--- src/rtl/tmr_pkg.sv ---
// Constants, field layout and decode helpers for the 16-bit timer.
// Assumes a single system clock and word-addressed register port.
package tmr_pkg;

   // Counter width and extremes
   localparam int unsigned CNT_W = 16;
   localparam logic [15:0] CNT_MAX = 16'hFFFF;
   localparam logic [15:0] CNT_ZERO = 16'h0000;

   // Register word addresses
   localparam logic [2:0] ADDR_TIMER_MODE = 3'h0;
   localparam logic [2:0] ADDR_CAP_CMP_CTRL = 3'h1;
   localparam logic [2:0] ADDR_PRESCALER = 3'h2;
   localparam logic [2:0] ADDR_CMP_CAP_A = 3'h3;
   localparam logic [2:0] ADDR_CAPTURE_B = 3'h4;
   localparam logic [2:0] ADDR_COUNTER = 3'h5;
   localparam logic [2:0] ADDR_STATUS = 3'h6;

   // Timer mode field codes
   localparam logic [1:0] MODE_STOP = 2'h0;
   localparam logic [1:0] MODE_FREE = 2'h1;
   localparam logic [1:0] MODE_CLEAR = 2'h2;

   // Capture/compare control bit positions
   localparam int unsigned CCC_A_CAPTURE = 0;
   localparam int unsigned CCC_B_ENABLE = 1;

   // Prescaler register layout and reset value
   localparam int unsigned PRM_CLK_LSB = 0;
   localparam int unsigned PRM_EDGE_A_LSB = 4;
   localparam int unsigned PRM_EDGE_B_LSB = 6;
   localparam logic [7:0] PRM_WMASK = 8'hF3;
   localparam logic [7:0] PRM_RESET = 8'h00;

   // Count clock selections
   localparam logic [1:0] CLK_FXP = 2'h0;
   localparam logic [1:0] CLK_DIV4 = 2'h1;
   localparam logic [1:0] CLK_DIV256 = 2'h2;
   localparam logic [1:0] CLK_EDGE_A = 2'h3;
   localparam logic [7:0] DIV4_MASK = 8'h03;
   localparam logic [7:0] DIV256_MASK = 8'hFF;

   // Edge selection codes
   localparam logic [1:0] EDGE_FALL = 2'h0;
   localparam logic [1:0] EDGE_RISE = 2'h1;
   localparam logic [1:0] EDGE_BOTH = 2'h3;

   // Status bit position
   localparam int unsigned STAT_OVF = 0;

   // Edge qualification by select code; the forbidden code never fires
   function automatic logic edge_hit(input logic [1:0] sel,
                                     input logic       rise,
                                     input logic       fall);
      logic hit;
      hit = 1'b0;
      case (sel)
         EDGE_FALL: hit = fall;
         EDGE_RISE: hit = rise;
         EDGE_BOTH: hit = rise | fall;
         default:   hit = 1'b0;
      endcase
      return hit;
   endfunction

endpackage

--- src/rtl/tmr_edge_if.sv ---
// Link between the timer core and one input edge filter.
// Assumes both ends run on clk_sys.
`timescale 1ns/1ps
`default_nettype none
interface tmr_edge_if;
   logic       sample_en;
   logic       enable;
   logic [1:0] edge_sel;
   logic       valid_edge;

   // Filter end
   modport filt (input sample_en, input enable, input edge_sel, output valid_edge);
   // Timer core end
   modport core (output sample_en, output enable, output edge_sel, input valid_edge);
endinterface
`default_nettype wire

--- src/rtl/tmr_edge_filter.sv ---
// Pin synchroniser, two-sample noise filter and edge qualifier.
// Assumes the pin is asynchronous to clk_sys; sample_en paces sampling.
`timescale 1ns/1ps
`default_nettype none
module tmr_edge_filter
(
   input  wire logic clk_sys,
   input  wire logic reset,
   input  wire logic pin,
   tmr_edge_if.filt  link
);

   typedef struct packed {
      logic s1;
      logic s2;
      logic s3;
      logic stable;
      logic hist;
      logic filt;
      logic edge_out;
   } tmr_filt_type;

   tmr_filt_type st;
   tmr_filt_type next_st;

   // Synchronise, filter and qualify
   always_comb
   begin
      next_st = st;
      next_st.s1 = pin;
      next_st.s2 = st.s1;
      next_st.s3 = st.s2;
      next_st.edge_out = 1'b0;
      if (st.s2 == st.s3)
      begin
         next_st.stable = st.s3;
      end
      // Level must be seen on two successive samples
      if (link.enable && link.sample_en)
      begin
         next_st.hist = st.stable;
         if (st.stable == st.hist)
         begin
            next_st.filt = st.stable;
         end
      end
      // Rising and falling transitions of the filtered level
      next_st.edge_out = tmr_pkg::edge_hit(link.edge_sel,
                                           next_st.filt & ~st.filt,
                                           st.filt & ~next_st.filt);
   end

   // State register
   always_ff @(posedge clk_sys)
   begin
      if (reset)
      begin
         st <= '0;
      end
      else
      begin
         st <= next_st;
      end
   end

   assign link.valid_edge = st.edge_out;

endmodule
`default_nettype wire

--- src/rtl/tmr_timer16.sv ---
// 16-bit interval timer, event counter and pulse width capture unit.
// Assumes a word-addressed register port on clk_sys and async input pins.
//
// What this block does
// - Interval match clears counter, raises compare-A request
// - Count clock chosen by prescaler bits 0-1
// - Compare modes flag overflow only at FFFFH
// - Interval lasts N plus one count periods
// - Lowered compare: count through wrap, restart
// - Event mode counts each valid input-A edge
// - Event match clears counter, raises compare-A request
// - Input-A edge chosen by prescaler bits 4-5
// - Codes: 00 fall, 01 rise, 11 both
// - Event edges need valid level sampled twice
// - After start, counting waits for double detection
// - Captures sampled at count clock (fxp when input A clocks), level twice
// - Overflow flag cleared only by software
// - Free-running: input-A edge captures into B
// - Input-B edge captures into A, raises request
//
// Chosen here: the address map and strobed register access.
`timescale 1ns/1ps
`default_nettype none
module tmr_timer16
#(
   parameter int unsigned DATA_WIDTH = 16
)
(
   input  wire logic        clk_sys,
   input  wire logic        reset,
   input  wire logic [2:0]  reg_addr,
   input  wire logic [15:0] reg_wdata,
   input  wire logic        reg_wr,
   input  wire logic        reg_rd,
   output logic      [15:0] reg_rdata,
   input  wire logic        event_input_a,
   input  wire logic        capture_input_b,
   output logic             compare_a_irq,
   output logic             capture_b_irq,
   output logic             overflow_flag
);

   // Refuse widths that the counter logic does not serve
   if (DATA_WIDTH != tmr_pkg::CNT_W)
   begin : g_width_check
      $error("tmr_timer16 supports only a 16-bit data width");
   end

   // Clock and edge fields must fit the 8-bit prescaler word
   if ((tmr_pkg::PRM_EDGE_B_LSB + 2) > 8)
   begin : g_field_check
      $error("tmr_timer16 prescaler fields exceed the register");
   end

   // Reset value must not set bits that software cannot write
   if ((tmr_pkg::PRM_RESET & ~tmr_pkg::PRM_WMASK) != 8'h00)
   begin : g_reset_check
      $error("tmr_timer16 prescaler reset value sets reserved bits");
   end

   // Complete block state, registered as one word
   typedef struct packed {
      logic [1:0]  mode;
      logic        a_capture;
      logic        b_enable;
      logic [7:0]  prescaler;
      logic [15:0] cmp_a;
      logic [15:0] cap_b;
      logic [15:0] counter;
      logic        ovf;
      logic [7:0]  div;
      logic        irq_a;
      logic        irq_b;
      logic [15:0] rdata;
   } tmr_state_type;

   // Present and next state
   tmr_state_type st;
   tmr_state_type next_st;

   // Links to the two pin filters
   tmr_edge_if edge_a_if ();
   tmr_edge_if edge_b_if ();

   // Decoded control, ticks and events
   logic [1:0] clk_sel;
   logic       running;
   logic       presc_tick;
   logic       sample_a;
   logic       count_tick;
   logic       edge_a;
   logic       edge_b;
   logic       compare_on;
   logic       ext_clock;
   logic       match_hit;
   logic       wrap_hit;
   logic       ovf_set;
   logic       capture_b_hit;
   logic       capture_a_hit;

   // Control decode
   assign clk_sel = st.prescaler[tmr_pkg::PRM_CLK_LSB +: 2];
   // Mode code 3 behaves as stop
   assign running = (st.mode == tmr_pkg::MODE_FREE) ||
                    (st.mode == tmr_pkg::MODE_CLEAR);
   assign ext_clock = (clk_sel == tmr_pkg::CLK_EDGE_A);
   assign compare_on = (st.mode == tmr_pkg::MODE_CLEAR) && !st.a_capture;
   // Qualified edges from the filters
   assign edge_a = edge_a_if.valid_edge;
   assign edge_b = edge_b_if.valid_edge;

   // Internal count clock from the prescaler divider
   always_comb
   begin
      presc_tick = 1'b0;
      unique case (clk_sel)
         tmr_pkg::CLK_FXP:
         begin
            // Every system clock
            presc_tick = 1'b1;
         end
         tmr_pkg::CLK_DIV4:
         begin
            // Low two divider bits all ones
            presc_tick = ((st.div & tmr_pkg::DIV4_MASK) == tmr_pkg::DIV4_MASK);
         end
         tmr_pkg::CLK_DIV256:
         begin
            // Whole divider all ones
            presc_tick = ((st.div & tmr_pkg::DIV256_MASK) == tmr_pkg::DIV256_MASK);
         end
         tmr_pkg::CLK_EDGE_A:
         begin
            // Filters sample at fxp; edges pace the count
            presc_tick = 1'b1;
         end
      endcase
   end

   // Event counting samples input A at fxp; capture at the count clock
   assign sample_a = ext_clock ? 1'b1 : presc_tick;

   // Count tick: prescaled clock or qualified input-A edge
   assign count_tick = running && (ext_clock ? edge_a : presc_tick);

   // Compare match and free-run wrap on a count tick
   assign match_hit = count_tick && compare_on && (st.counter == st.cmp_a);
   assign wrap_hit = count_tick && (st.mode == tmr_pkg::MODE_FREE) &&
                     (st.counter == tmr_pkg::CNT_MAX);

   // Overflow only on a full-range match or a free-run wrap
   assign ovf_set = (match_hit && (st.cmp_a == tmr_pkg::CNT_MAX)) || wrap_hit;

   // Capture strobes; input-A capture is off while A clocks the count
   assign capture_b_hit = running && st.b_enable && edge_a && !ext_clock;
   assign capture_a_hit = running && st.a_capture && edge_b;

   // Drive the filter links
   assign edge_a_if.sample_en = sample_a;
   assign edge_a_if.enable = running;
   assign edge_a_if.edge_sel = st.prescaler[tmr_pkg::PRM_EDGE_A_LSB +: 2];
   assign edge_b_if.sample_en = presc_tick;
   assign edge_b_if.enable = running;
   assign edge_b_if.edge_sel = st.prescaler[tmr_pkg::PRM_EDGE_B_LSB +: 2];

   // Input A filter
   tmr_edge_filter u_filter_a
   (
      .clk_sys (clk_sys),
      .reset   (reset),
      .pin     (event_input_a),
      .link    (edge_a_if.filt)
   );

   // Input B filter
   tmr_edge_filter u_filter_b
   (
      .clk_sys (clk_sys),
      .reset   (reset),
      .pin     (capture_input_b),
      .link    (edge_b_if.filt)
   );

   // Next-state logic: register port, counter, captures
   always_comb
   begin
      next_st = st;
      next_st.irq_a = 1'b0;
      next_st.irq_b = 1'b0;
      // Read data rest at zero between reads
      next_st.rdata = 16'h0000;

      // Register reads answer in the following cycle
      if (reg_rd)
      begin
         unique case (reg_addr)
            tmr_pkg::ADDR_TIMER_MODE:
            begin
               next_st.rdata = {14'h0000, st.mode};
            end
            tmr_pkg::ADDR_CAP_CMP_CTRL:
            begin
               next_st.rdata = {14'h0000, st.b_enable, st.a_capture};
            end
            tmr_pkg::ADDR_PRESCALER:
            begin
               next_st.rdata = {8'h00, st.prescaler};
            end
            tmr_pkg::ADDR_CMP_CAP_A:
            begin
               next_st.rdata = st.cmp_a;
            end
            tmr_pkg::ADDR_CAPTURE_B:
            begin
               next_st.rdata = st.cap_b;
            end
            tmr_pkg::ADDR_COUNTER:
            begin
               // Event count comes straight from the counter
               next_st.rdata = st.counter;
            end
            tmr_pkg::ADDR_STATUS:
            begin
               // Only the overflow bit is defined
               next_st.rdata = {15'h0000, st.ovf};
            end
            default:
            begin
               next_st.rdata = 16'h0000;
            end
         endcase
      end

      // Register writes
      if (reg_wr)
      begin
         unique case (reg_addr)
            tmr_pkg::ADDR_TIMER_MODE:
            begin
               next_st.mode = reg_wdata[1:0];
            end
            tmr_pkg::ADDR_CAP_CMP_CTRL:
            begin
               next_st.a_capture = reg_wdata[tmr_pkg::CCC_A_CAPTURE];
               next_st.b_enable = reg_wdata[tmr_pkg::CCC_B_ENABLE];
            end
            tmr_pkg::ADDR_PRESCALER:
            begin
               // Reserved bits 2 and 3 stay zero
               next_st.prescaler = reg_wdata[7:0] & tmr_pkg::PRM_WMASK;
            end
            tmr_pkg::ADDR_CMP_CAP_A:
            begin
               // May be rewritten while counting
               next_st.cmp_a = reg_wdata;
            end
            tmr_pkg::ADDR_STATUS:
            begin
               // Write one clears; hardware set below wins
               if (reg_wdata[tmr_pkg::STAT_OVF])
               begin
                  next_st.ovf = 1'b0;
               end
            end
            default:
            begin
               next_st.mode = st.mode;
            end
         endcase
      end

      // Stopped timer holds counter and divider at zero
      if (!running)
      begin
         next_st.counter = tmr_pkg::CNT_ZERO;
         next_st.div = 8'h00;
      end
      else
      begin
         next_st.div = st.div + 8'h01;
         if (match_hit)
         begin
            // Match: clear and request; period is N plus one ticks
            next_st.counter = tmr_pkg::CNT_ZERO;
            next_st.irq_a = 1'b1;
         end
         else if (count_tick)
         begin
            // Past a lowered compare the count wraps silently
            next_st.counter = st.counter + 16'h0001;
         end
      end

      // Input-A edge captures the counter into B
      if (capture_b_hit)
      begin
         next_st.cap_b = st.counter;
         next_st.irq_b = 1'b1;
      end

      // Input-B edge captures the counter into A, over a software write
      if (capture_a_hit)
      begin
         next_st.cmp_a = st.counter;
         next_st.irq_a = 1'b1;
      end

      // Hardware set of the overflow flag wins over a software clear
      if (ovf_set)
      begin
         next_st.ovf = 1'b1;
      end
   end

   // State register
   always_ff @(posedge clk_sys)
   begin
      if (reset)
      begin
         st <= '0;
         // Prescaler takes its own reset value
         st.prescaler <= tmr_pkg::PRM_RESET;
      end
      else
      begin
         st <= next_st;
      end
   end

   // Outputs straight from flip-flops
   assign reg_rdata = st.rdata;
   assign compare_a_irq = st.irq_a;
   assign capture_b_irq = st.irq_b;
   assign overflow_flag = st.ovf;

endmodule
`default_nettype wire

--- config.mk ---
export PLATFORM = sky130hd
export DESIGN_NAME = tmr_timer16
export DESIGN_NICKNAME = d
export VERILOG_FILES = /design/src/rtl/tmr_pkg.sv /design/src/rtl/tmr_edge_if.sv /design/src/rtl/tmr_edge_filter.sv /design/src/rtl/tmr_timer16.sv
export SDC_FILE = /design/constraint.sdc
export NUM_CORES = 1
export LEC_CHECK = 0
export BUFFER_PORTS_ARGS = -buffer_cell sky130_fd_sc_hd__buf_2
export CAP_MARGIN = 20
export CORE_MARGIN = 5
export CORE_UTILIZATION = 35
export CTS_CLUSTER_SIZE = 30
export DETAILED_ROUTE_END_ITERATION = 10
export PLACE_DENSITY_LB_ADDON = 0.05
export SYNTH_ARGS = -nofsm -noshare
export SYNTH_HDL_FRONTEND = slang
export SYNTH_SLANG_ARGS = --single-unit
--- constraint.sdc ---
create_clock -name clk_sys -period 2.2 [get_ports clk_sys]
set_input_delay 0.66 -clock clk_sys [delete_from_list [all_inputs] [get_ports clk_sys]]
set_output_delay 0.66 -clock clk_sys [all_outputs]
set_load 0.02 [all_outputs]
Yosys cells after proc, flatten, opt, wreduce, memory -nomap -nowiden --
Cells that the tools add are included.
Operators by class: add/subtract/negate cells 2, equality and inequality tests 24, multiplexer cells 21, bitwise gates (word level) 12, reduce and logical (&&, ||, !) cells 36
Operators with widths (count):
- case mux 16 bit (7 select lines) | 1
- two-way mux 16 bit | 3
- == test 16 bit (second input constant) | 2
- adder 16 x 1 -> 16 bit (second input constant) | 1
- == test 16 bit | 1
- logical AND 1 bit | 14
- two-way mux 1 bit | 14
- == test 2 bit (second input constant) | 6
- nonzero test 2 bit | 5
- == test 3 bit (second input constant) | 3
- case mux 1 bit (3 select lines) | 3
- adder 8 x 1 -> 8 bit (second input constant) | 1
- == test 2 x 1 -> 1 bit (second input constant) | 4
- == test 8 bit (second input constant) | 1
- AND reduction 2 bit | 4
- == test 3 x 2 -> 1 bit (second input constant) | 2
- zero test 2 bit | 3
- NOT 1 bit | 6
- OR reduction 2 bit | 3
- bitwise AND 1 bit | 4
- == test 1 bit | 4
- == test 3 x 1 -> 1 bit (second input constant) | 1
- zero test 3 bit | 1
- AND reduction 3 bit | 1
- 4 further kinds | 7
Word-level totals: flip-flop bits (word level) 99, input bits 25, output and inout port bits 19, word-level logic and storage cells 121

Depth between registers and ports, before layout --
Gate-level depths: netlist of run 1.
depth after elaboration 11, depth in mapped cells 13, gate-level depth less buffers 12

Modules after synthesis --
A second synthesis of run 1 with hierarchy kept.
Unflattened totals: cells, all modules 530, area total of the unflattened synthesis 4765.8 um^2
Modules (own cells, without submodules):
- tmr_timer16 | instances 1, cells each 472, area each 4225.3 um^2
- tmr_edge_filter | instances 2, cells each 29, area each 270.3 um^2

Worst setup path before layout of run 1 --
Ideal clock, no wire load.
path type reg2reg, from register st[85] (netlist name), to register u_filter_a.st, in the netlist u_filter_a.link.valid_edge, setup time 0.128 ns, data arrival time 2.020 ns, data required time 2.072 ns, slack 0.052 ns, cell stages (with the launch flop) 13, buffers on the path 1, clock period less this slack 2.148 ns, path through dfxtp_1 -> inv_1 -> ha_1 -> buf_2 -> nand2b_1 -> o21ai_0 -> a311oi_1 -> inv_1 -> ha_1 -> inv_1 -> mux2i_1 -> a22oi_1 -> nor2_1
RTL lines:
- start, declared | line tmr_timer16.sv:78 | tmr_state_type st;
- start signal, assigned | line tmr_timer16.sv:326 | st <= next_st;
- end signal, assigned | line tmr_edge_filter.sv:62 | st <= next_st;
- end, declared | line tmr_edge_filter.sv:23 | tmr_filt_type st;

Final worst setup path of run 1 --
from register st, in the netlist clk_sel[0], to register st, in the netlist overflow_flag
Between the ends: cells in the longest elaborated chain, start to end 11, elaborated cells on any way between the ends 19, those cells by class eq/ne: 3; mux: 3; reduce/logical: 13
Ends and longest elaborated chain:
- == test 2 bit / zero test 2 bit (equally long branches) | line tmr_timer16.sv:106, tmr_timer16.sv:116
- OR reduction 2 bit (no line)
- case mux 1 bit (3 select lines) | line tmr_timer16.sv:116 | unique case (clk_sel)
- two-way mux 1 bit * | line tmr_timer16.sv:144 | assign count_tick = running && (ext_clock ? edge_a : presc_tick);
- logical AND 1 bit * | line tmr_timer16.sv:144
- logical AND 1 bit (2 in a row) | line tmr_timer16.sv:147 | assign match_hit = count_tick && compare_on && (st.counter == st.cmp_a);
- logical AND 1 bit | line tmr_timer16.sv:152 | assign ovf_set = (match_hit && (st.cmp_a == tmr_pkg::CNT_MAX)) || wrap_hit;
- logical OR 1 bit * | line tmr_timer16.sv:152
- nonzero test 2 bit (no line)
- AND reduction 3 bit (no line)
Every way passes the cells marked *; elsewhere a longest branch is shown, timed or not. A chain may end at the register's enable or synchronous reset.

==> results of run 1 <==
==> cells by family after synthesis <==
group / after synthesis / synth area share, %
AOI/OAI and AO/OA: 91 / 12.5
muxes: 44 / 9.96
xor gates and xnor gates: 31 / 5.63
DFF: 99 / 41.1
buffers and inverters: 69 / 7.62
adders and majority gates: 11 / 2.85
and+or+nand+nor: 194 / 20.4
==> metal layers <==
layer | up-vias | GRT usage, %
met2 | 66 | 24.2
met5 | - | 0
met3 | 18 | 3.26
met4 | 0 | 6.50
met1 | 1825 | 24.2
li1 | 1933 | -
==> layout make-up <==
type	instances	share of cell area [%]
repair buffers	84	9.75
flip-flops and latches	99	35.1
multi-input cells	371	44.8
clock buffers	11	4.29
well taps	180	3.98
clock inverters	5	1.08
inverters	14	0.929
==> power breakdown <==
group | leakage, µW | internal, µW | switching, µW
logic | 0.00131 | 93.7 | 136
clock network | 0.000138 | 917 | 695
registers | 0.000802 | 1810 | 23.3
==> Yosys cell counts, types with 3 or more instances <==
cell      instances
nor2b_1           8
o21ai_0          14
a21oi_1          29
a211oi_1         19
ha_1             11
a22oi_1          17
xor2_1           27
buf_4            17
buf_6             4
nand3b_1          3
nand3_1          15
nor2_1           66
clkbuf_1         19
mux2i_1          30
xnor2_1           4
nand2_1          47
dfxtp_1          99
nand4_1          10
buf_2            11
buf_1             3
nor3_1            4
nor4_1            6
inv_1            14
and3_1            4
nor3b_1           4
a221oi_1          3
or3_1             7
mux2_2           12
==> critical path, stage by stage, from the launching register on <==
cell and delay (ps):
dfxtp_2 350, buf_4 110, ha_2 190, buf_6 120
nor3b_1 470, nor3_4 120, buf_4 170, nand3_1 120
nor4_1 60, or3_1 290
==> sequential cells by signal, summed over array words and instances, names as in the netlist <==
signal	count
compare_a_irq	1
capture_b_irq	1
clk_sel	2
u_filter_a.next_st	2
u_filter_b.st	4
edge_a_if.edge_sel	2
u_filter_b.next_st	2
reg_rdata	16
u_filter_b.link.valid_edge	1
u_filter_a.link.valid_edge	1
u_filter_a.st	4
st	60
edge_b_if.edge_sel	2
overflow_flag	1
==> through the flow <==
stage          TNS (ps)  hold WS (ps)  cell area [µm²]  power [µW]
2_1_floorplan         0           414             4820        2010
3_3_place_gp      -50.2           417             5260        2100
3_5_place_dp      -93.8           438             5260        2100
4_1_cts               0           455             5580        3740
5_1_grt           -22.4           467             5660        3830
6_report              0           443             5660        3680
==> what timing repair did <==
item | in CTS | in global routing
hold endpoints to repair | 0 | 0
setup endpoints to repair | 2 | 5
pin swaps | 1 | 9
buffers inserted | 1 | 3
resized for setup | 3 | 17
cloned | 0 | 0
==> path summary, 6_finish.rpt <==
check                           cells past startpoint                          to  slack, ps
worst max register to register                      9  overflow_flag$_SDFFE_PP0P_         90
worst min-delay path                                1           st[18]$_SDFF_PP0_        440
worst max-delay path                                9  overflow_flag$_SDFFE_PP0P_         90
worst min register to register                      1           st[18]$_SDFF_PP0_        440
==> run_results.csv, run 1 <==
group,metric,value,unit
logic_synthesis,netlist_area,0.00482,mm²
final_layout,nets,615,
routing,viasPerCell,5.03,
logic_synthesis,synthTopCellsByArea,"dfxtp_1, mux2i_1, nor2_1, xor2_1, nand2_1",
worst_setup_path,r2r_start,"clk_sel[0]$_SDFFE_PP0P_",
routing,dr.pass1.iters,4,
sta,tightest_slew,541,ps
sta,finalSetupViolCount,0,
routing,dr_wl_met3,614,µm
sta,finalCritPeriodShare,96.1,%
clock_network,cts_tree,"done",
final_layout,layout_commonest_cell,"dfxtp_1",
final_layout,utilization,41.2,%
worst_setup_path,critical_path_class,"flip-flop to flip-flop",
sta,min_period,2110,ps
global_route,grt_max_degree,33,
logic_synthesis,ys_seq_area_share,41.1,%
clock_network,clk_pin_slew,70,ps
global_route,antenna_found_initial,0,
final_layout,syn_to_final_growth,17.2,%
final_layout,seqCellArea,0.00199,mm²
worst_setup_path,startpoint,"clk_sel[0]$_SDFFE_PP0P_",
final_layout,fill_cells,1399,
global_route,grt_first_pass_wirelength,20.9,mm
placed_design,routabilityCongestion,0.814,
final_layout,diodes,0,
sta,finClkSkew,4.86,ps
worst_setup_path,start_kind,"flip-flop",
clock_network,cts_buffers,9,
routing,wl_met1,6.68,mm
die,num_rows,43,
sta,setup_ws,86.1,ps
worst_setup_path,critPathArrivalTime,2350,ps
logic_synthesis,synth_edf_count,0,
die,core_region_area,0.0137,mm²
die,io_pins,44,
power,p_leak,0.00225,µW
routing,ant_nets,0,
final_layout,drive_gt1_share,24.5,%
run_status,status,"complete, no violations",
worst_setup_path,cp-end-kind,"flip-flop",
worst_setup_path,worst_ep_required_time,2430,ps
power,power.density,650,mW/mm²
die,die_h,127,µm
worst_setup_path,critPathMaxFanout,4,
worst_hold_path,min_from,"st[18]$_SDFF_PP0_",
sta,rsz0062_at_grt,"yes",
die,die_w,127,µm
clock_network,htreeDepth,3,
placed_design,numPortBuffers,43,
logic_synthesis,yosys.area.top_type,"dfxtp_1",
die,start_util,35.2,%
logic_synthesis,synth_cells,539,
routing,vias,3842,
sta,slew_violations,0,
clock_network,cts_sinks,99,
logic_synthesis,yosys_warnings,0,
placed_design,dp_hpwl,9.65,mm
die,die_area,0.0162,mm²
logic_synthesis,ys.flop_type,"dfxtp_1",
final_layout,most-common-layout-cells,"dfxtp_1, nor2_1, nand2_1, buf_2, buf_4",
clock_network,root_buffer,"clkbuf_16",
logic_synthesis,synth.top_cell.area_share,41.1,%
sta,hold_viol,0,
global_route,grt_overflow_total,0,
clock_network,holdBufCountCts,0,
routing,route.met2.wl,5.64,mm
clock_network,clockBufferDepth,2,
routing,avgRoutedWirePerCell,17.2,µm
global_route,grt_usage,16.7,%
logic_synthesis,synth_area_per_cell,8.95,µm²
worst_hold_path,hp-class,"flip-flop to flip-flop",
sta,max_freq,473,MHz
logic_synthesis,ys_ff_latch,99,
logic_synthesis,syn-num-nets,575,
placed_design,dp_slack,-88.6,ps
logic_synthesis,async_flop_share,0,%
routing,routed_wl,13.2,mm
placed_design,dp.cells,744,
global_route,grt_pass1_vias,3818,
final_layout,fin_cells,764,
logic_synthesis,ys_types,53,
power,vdd_drop_max,0.290,mV
clock_network,clock_latency,350,ps
routing,drtIter0Drc,187,
sta,slew_headroom,63.9,%
flow_run,cap_violations,0,
routing,top_layer,"met4",
final_layout,multi_input_area,0.00253,mm²
routing,drc,0,
(Power assumes the default switching activity.)
==> inputs of run 2 (changes only) <==
--- a/config.mk
+++ b/config.mk
@@ -5,6 +5,7 @@
 export SDC_FILE = /design/constraint.sdc
 export NUM_CORES = 1
 export LEC_CHECK = 0
+export ABC_AREA = 1
 export BUFFER_PORTS_ARGS = -buffer_cell sky130_fd_sc_hd__buf_2
 export CAP_MARGIN = 20
 export CORE_MARGIN = 5
@@ -14,4 +15,5 @@
 export PLACE_DENSITY_LB_ADDON = 0.05
 export SYNTH_ARGS = -nofsm -noshare
 export SYNTH_HDL_FRONTEND = slang
+export SYNTH_HIERARCHICAL = 1
 export SYNTH_SLANG_ARGS = --single-unit
==> run_results.csv, run 2 <==
group,metric,value,unit
run_status,status,"complete, no violations",
worst_setup_path,slowest_delay,390,ps
worst_hold_path,min_from,"u_filter_b/next_st[5]$_SDFF_PP0_",
final_layout,layout_commonest_cell,"nand2_1",
clock_network,root_buffer,"clkbuf_16",
sta,slew_violations,0,
logic_synthesis,synthTopCellsByArea,"dfxtp_1, nand2_1, nor2_1, inv_1, a21oi_1",
clock_network,cts-resized-gates,0,
sta,min_period,2020,ps
logic_synthesis,ys_ff_latch,99,
worst_setup_path,regToRegSetupSlack,180,ps
worst_setup_path,r2r-end,"u_filter_a/link.valid_edge$_SDFF_PP0_",
clock_network,cts_buffers,9,
worst_setup_path,cp-end-kind,"flip-flop",
logic_synthesis,netlist_area,0.00495,mm²
placed_design,dp_slack,138,ps
power,power.density,676,mW/mm²
final_layout,syn_to_final_growth,13.7,%
flow_run,cap_violations,0,
logic_synthesis,ys.flop_type,"dfxtp_1",
logic_synthesis,syn-num-nets,705,
placed_design,dp_hpwl,10.9,mm
clock_network,cts_sinks,99,
clock_network,clock_latency,350,ps
sta,rsz0062_at_grt,"no",
logic_synthesis,synth.top_cell.area_share,40.1,%
die,die_w,129,µm
die,core_region_area,0.0139,mm²
logic_synthesis,synth_cells,671,
clock_network,clk_pin_slew,70,ps
sta,max_freq,494,MHz
sta,finalSetupViolCount,0,
global_route,grt_overflow_total,0,
final_layout,largest-register,"st",
global_route,grt_pass1_vias,4228,
final_layout,fill_cells,1466,
logic_synthesis,yosys.area.top_type,"dfxtp_1",
logic_synthesis,ys_seq_area_share,40.1,%
clock_network,htreeDepth,3,
die,start_util,35.6,%
worst_setup_path,path_cells,"inv_2 > ha_1 > nor2_1 > nand2_2 > nand2_4 > nand2_4 > nand2_2 > inv_2 > nand2_2 > o21ai_2 > ha_1 > nand2_1 > nand2_1 > nor2_1 > nor2_1 > nor2_1",
logic_synthesis,synth_area_per_cell,7.37,µm²
worst_setup_path,reg2reg_depth,16,
final_layout,most-common-layout-cells,"nand2_1, dfxtp_1, nor2_1, inv_1, buf_2",
clock_network,cts_tree,"done",
sta,setup_ws,177,ps
global_route,grt_max_degree,33,
placed_design,routabilityCongestion,0.869,
routing,viasPerCell,4.95,
final_layout,diodes,0,
sta,slew_headroom,64.0,%
logic_synthesis,async_flop_share,0,%
worst_setup_path,start_kind,"flip-flop",
placed_design,numPortBuffers,43,
sta,tightest_slew,537,ps
global_route,grt_usage,18.1,%
worst_setup_path,r2r_start,"clk_sel[0]$_SDFFE_PP0P_",
worst_setup_path,worst_ep_required_time,2450,ps
clock_network,post_cts_buffers,0,
die,die_area,0.0166,mm²
final_layout,utilization,40.5,%
sta,finalCritPeriodShare,91.9,%
logic_synthesis,yosys_warnings,6,
die,num_rows,43,
routing,drc,0,
worst_setup_path,critPathMaxFanout,3,
power,p_leak,0.00221,µW
global_route,antenna_found_initial,0,
routing,avgRoutedWirePerCell,16.2,µm
routing,ant_nets,0,
logic_synthesis,ys_types,42,
worst_setup_path,crit_top_cell,"nor2_1",
sta,hold_viol,0,
worst_hold_path,hp-class,"flip-flop to flip-flop",
routing,routed_wl,14.4,mm
logic_synthesis,ys_top_cells_by_count,"nand2_1, dfxtp_1, nor2_1",
final_layout,multi_input_area,0.00244,mm²
final_layout,drive_gt1_share,20.6,%
final_layout,largest_register_ffs,60,
clock_network,clockBufferDepth,2,
die,die_h,129,µm
die,io_pins,44,
worst_setup_path,critical_path_class,"flip-flop to flip-flop",
logic_synthesis,yosysMostFrequentCell,"nand2_1",
routing,vias,4397,
worst_hold_path,hold-path-endpoint,"u_filter_b/next_st[4]$_SDFF_PP0_",
power,vdd_drop_max,0.354,mV
final_layout,nets,738,
worst_hold_path,hold_depth,2,
sta,tns,0,ps
global_route,grt_first_pass_wirelength,23.3,mm
routing,drtIter0Drc,371,
worst_setup_path,critPathArrivalTime,2270,ps
clock_network,holdBufCountCts,0,
routing,dr.pass1.iters,5,
final_layout,seqCellArea,0.00198,mm²
worst_setup_path,slowest_stage,"dfxtp_1",
sta,finClkSkew,11.4,ps
logic_synthesis,synth_edf_count,0,
run 2: where the power goes:
group | switching [µW] | total [µW] | internal, µW
clock | 698 | 1730 | 1030
sequential | 26.6 | 1840 | 1810
combinational | 156 | 234 | 77.9
run 2: critical path: cells and delay by family, from the launching register on:
kind,cells,cell delay (ps)
flops,1,390
fa+ha+maj,2,570
buf+inv,2,120
simple gates,11,790
compound gates,1,60
run 2: worst max path at each step:
stage,startpoint,endpoint,slack (ps),cells past startpoint
floorplan,st[18]$_SDFF_PP0_,u_filter_a/link.valid_edge$_SDFF_PP0_,340,16
global route,clk_sel[0]$_SDFFE_PP0P_,u_filter_b/link.valid_edge$_SDFF_PP0_,7,16
detailed placement,st[18]$_SDFF_PP0_,u_filter_a/link.valid_edge$_SDFF_PP0_,140,16
global placement,st[18]$_SDFF_PP0_,u_filter_b/link.valid_edge$_SDFF_PP0_,230,16
finish,clk_sel[0]$_SDFFE_PP0P_,u_filter_a/link.valid_edge$_SDFF_PP0_,180,16
CTS,st[18]$_SDFF_PP0_,u_filter_a/link.valid_edge$_SDFF_PP0_,110,16
run 2: cell families (layout without fill, tap and decap cells):
logic type | count (synthesis) | after routing | synth area share (%)
buffers and inverters | 120 | 158 | 11.1
adders and majority gates | 9 | 9 | 2.28
DFF | 99 | 99 | 40.1
and+or+nand+nor | 277 | 277 | 25.4
AOI/OAI and AO/OA | 148 | 148 | 18.0
xor gates and xnor gates | 18 | 18 | 3.19
run 2: final cells by class:
class	instances	share of cell area, %
clock buffers	12	4.38
clock inverters	4	1.31
inverters	84	5.60
multi-input cells	452	43.4
flip-flops and latches	99	35.2
well taps	180	4.00
repair buffers	58	6.05
run 2: through the flow:
stage               cell area, µm²  cells  hold WS [ps]  power, µW
finish                        5630    889           405       3800
CTS                           5610    889           409       3850
floorplan                     4950    671           388       2020
detailed placement            5290    873           398       2120
global route                  5630    889           423       3960
global placement              5290    873           395       2110
run 2: routing by layer:
metal / global-route usage [%] / vias to the layer above / routed length (µm)
li1: - / 2243 / -
met1: 26.3 / 2039 / 7250
met2: 27.6 / 99 / 6250
met3: 2.62 / 16 / 689
met4: 5.44 / 0 / 201
met5: 0 / - / 0
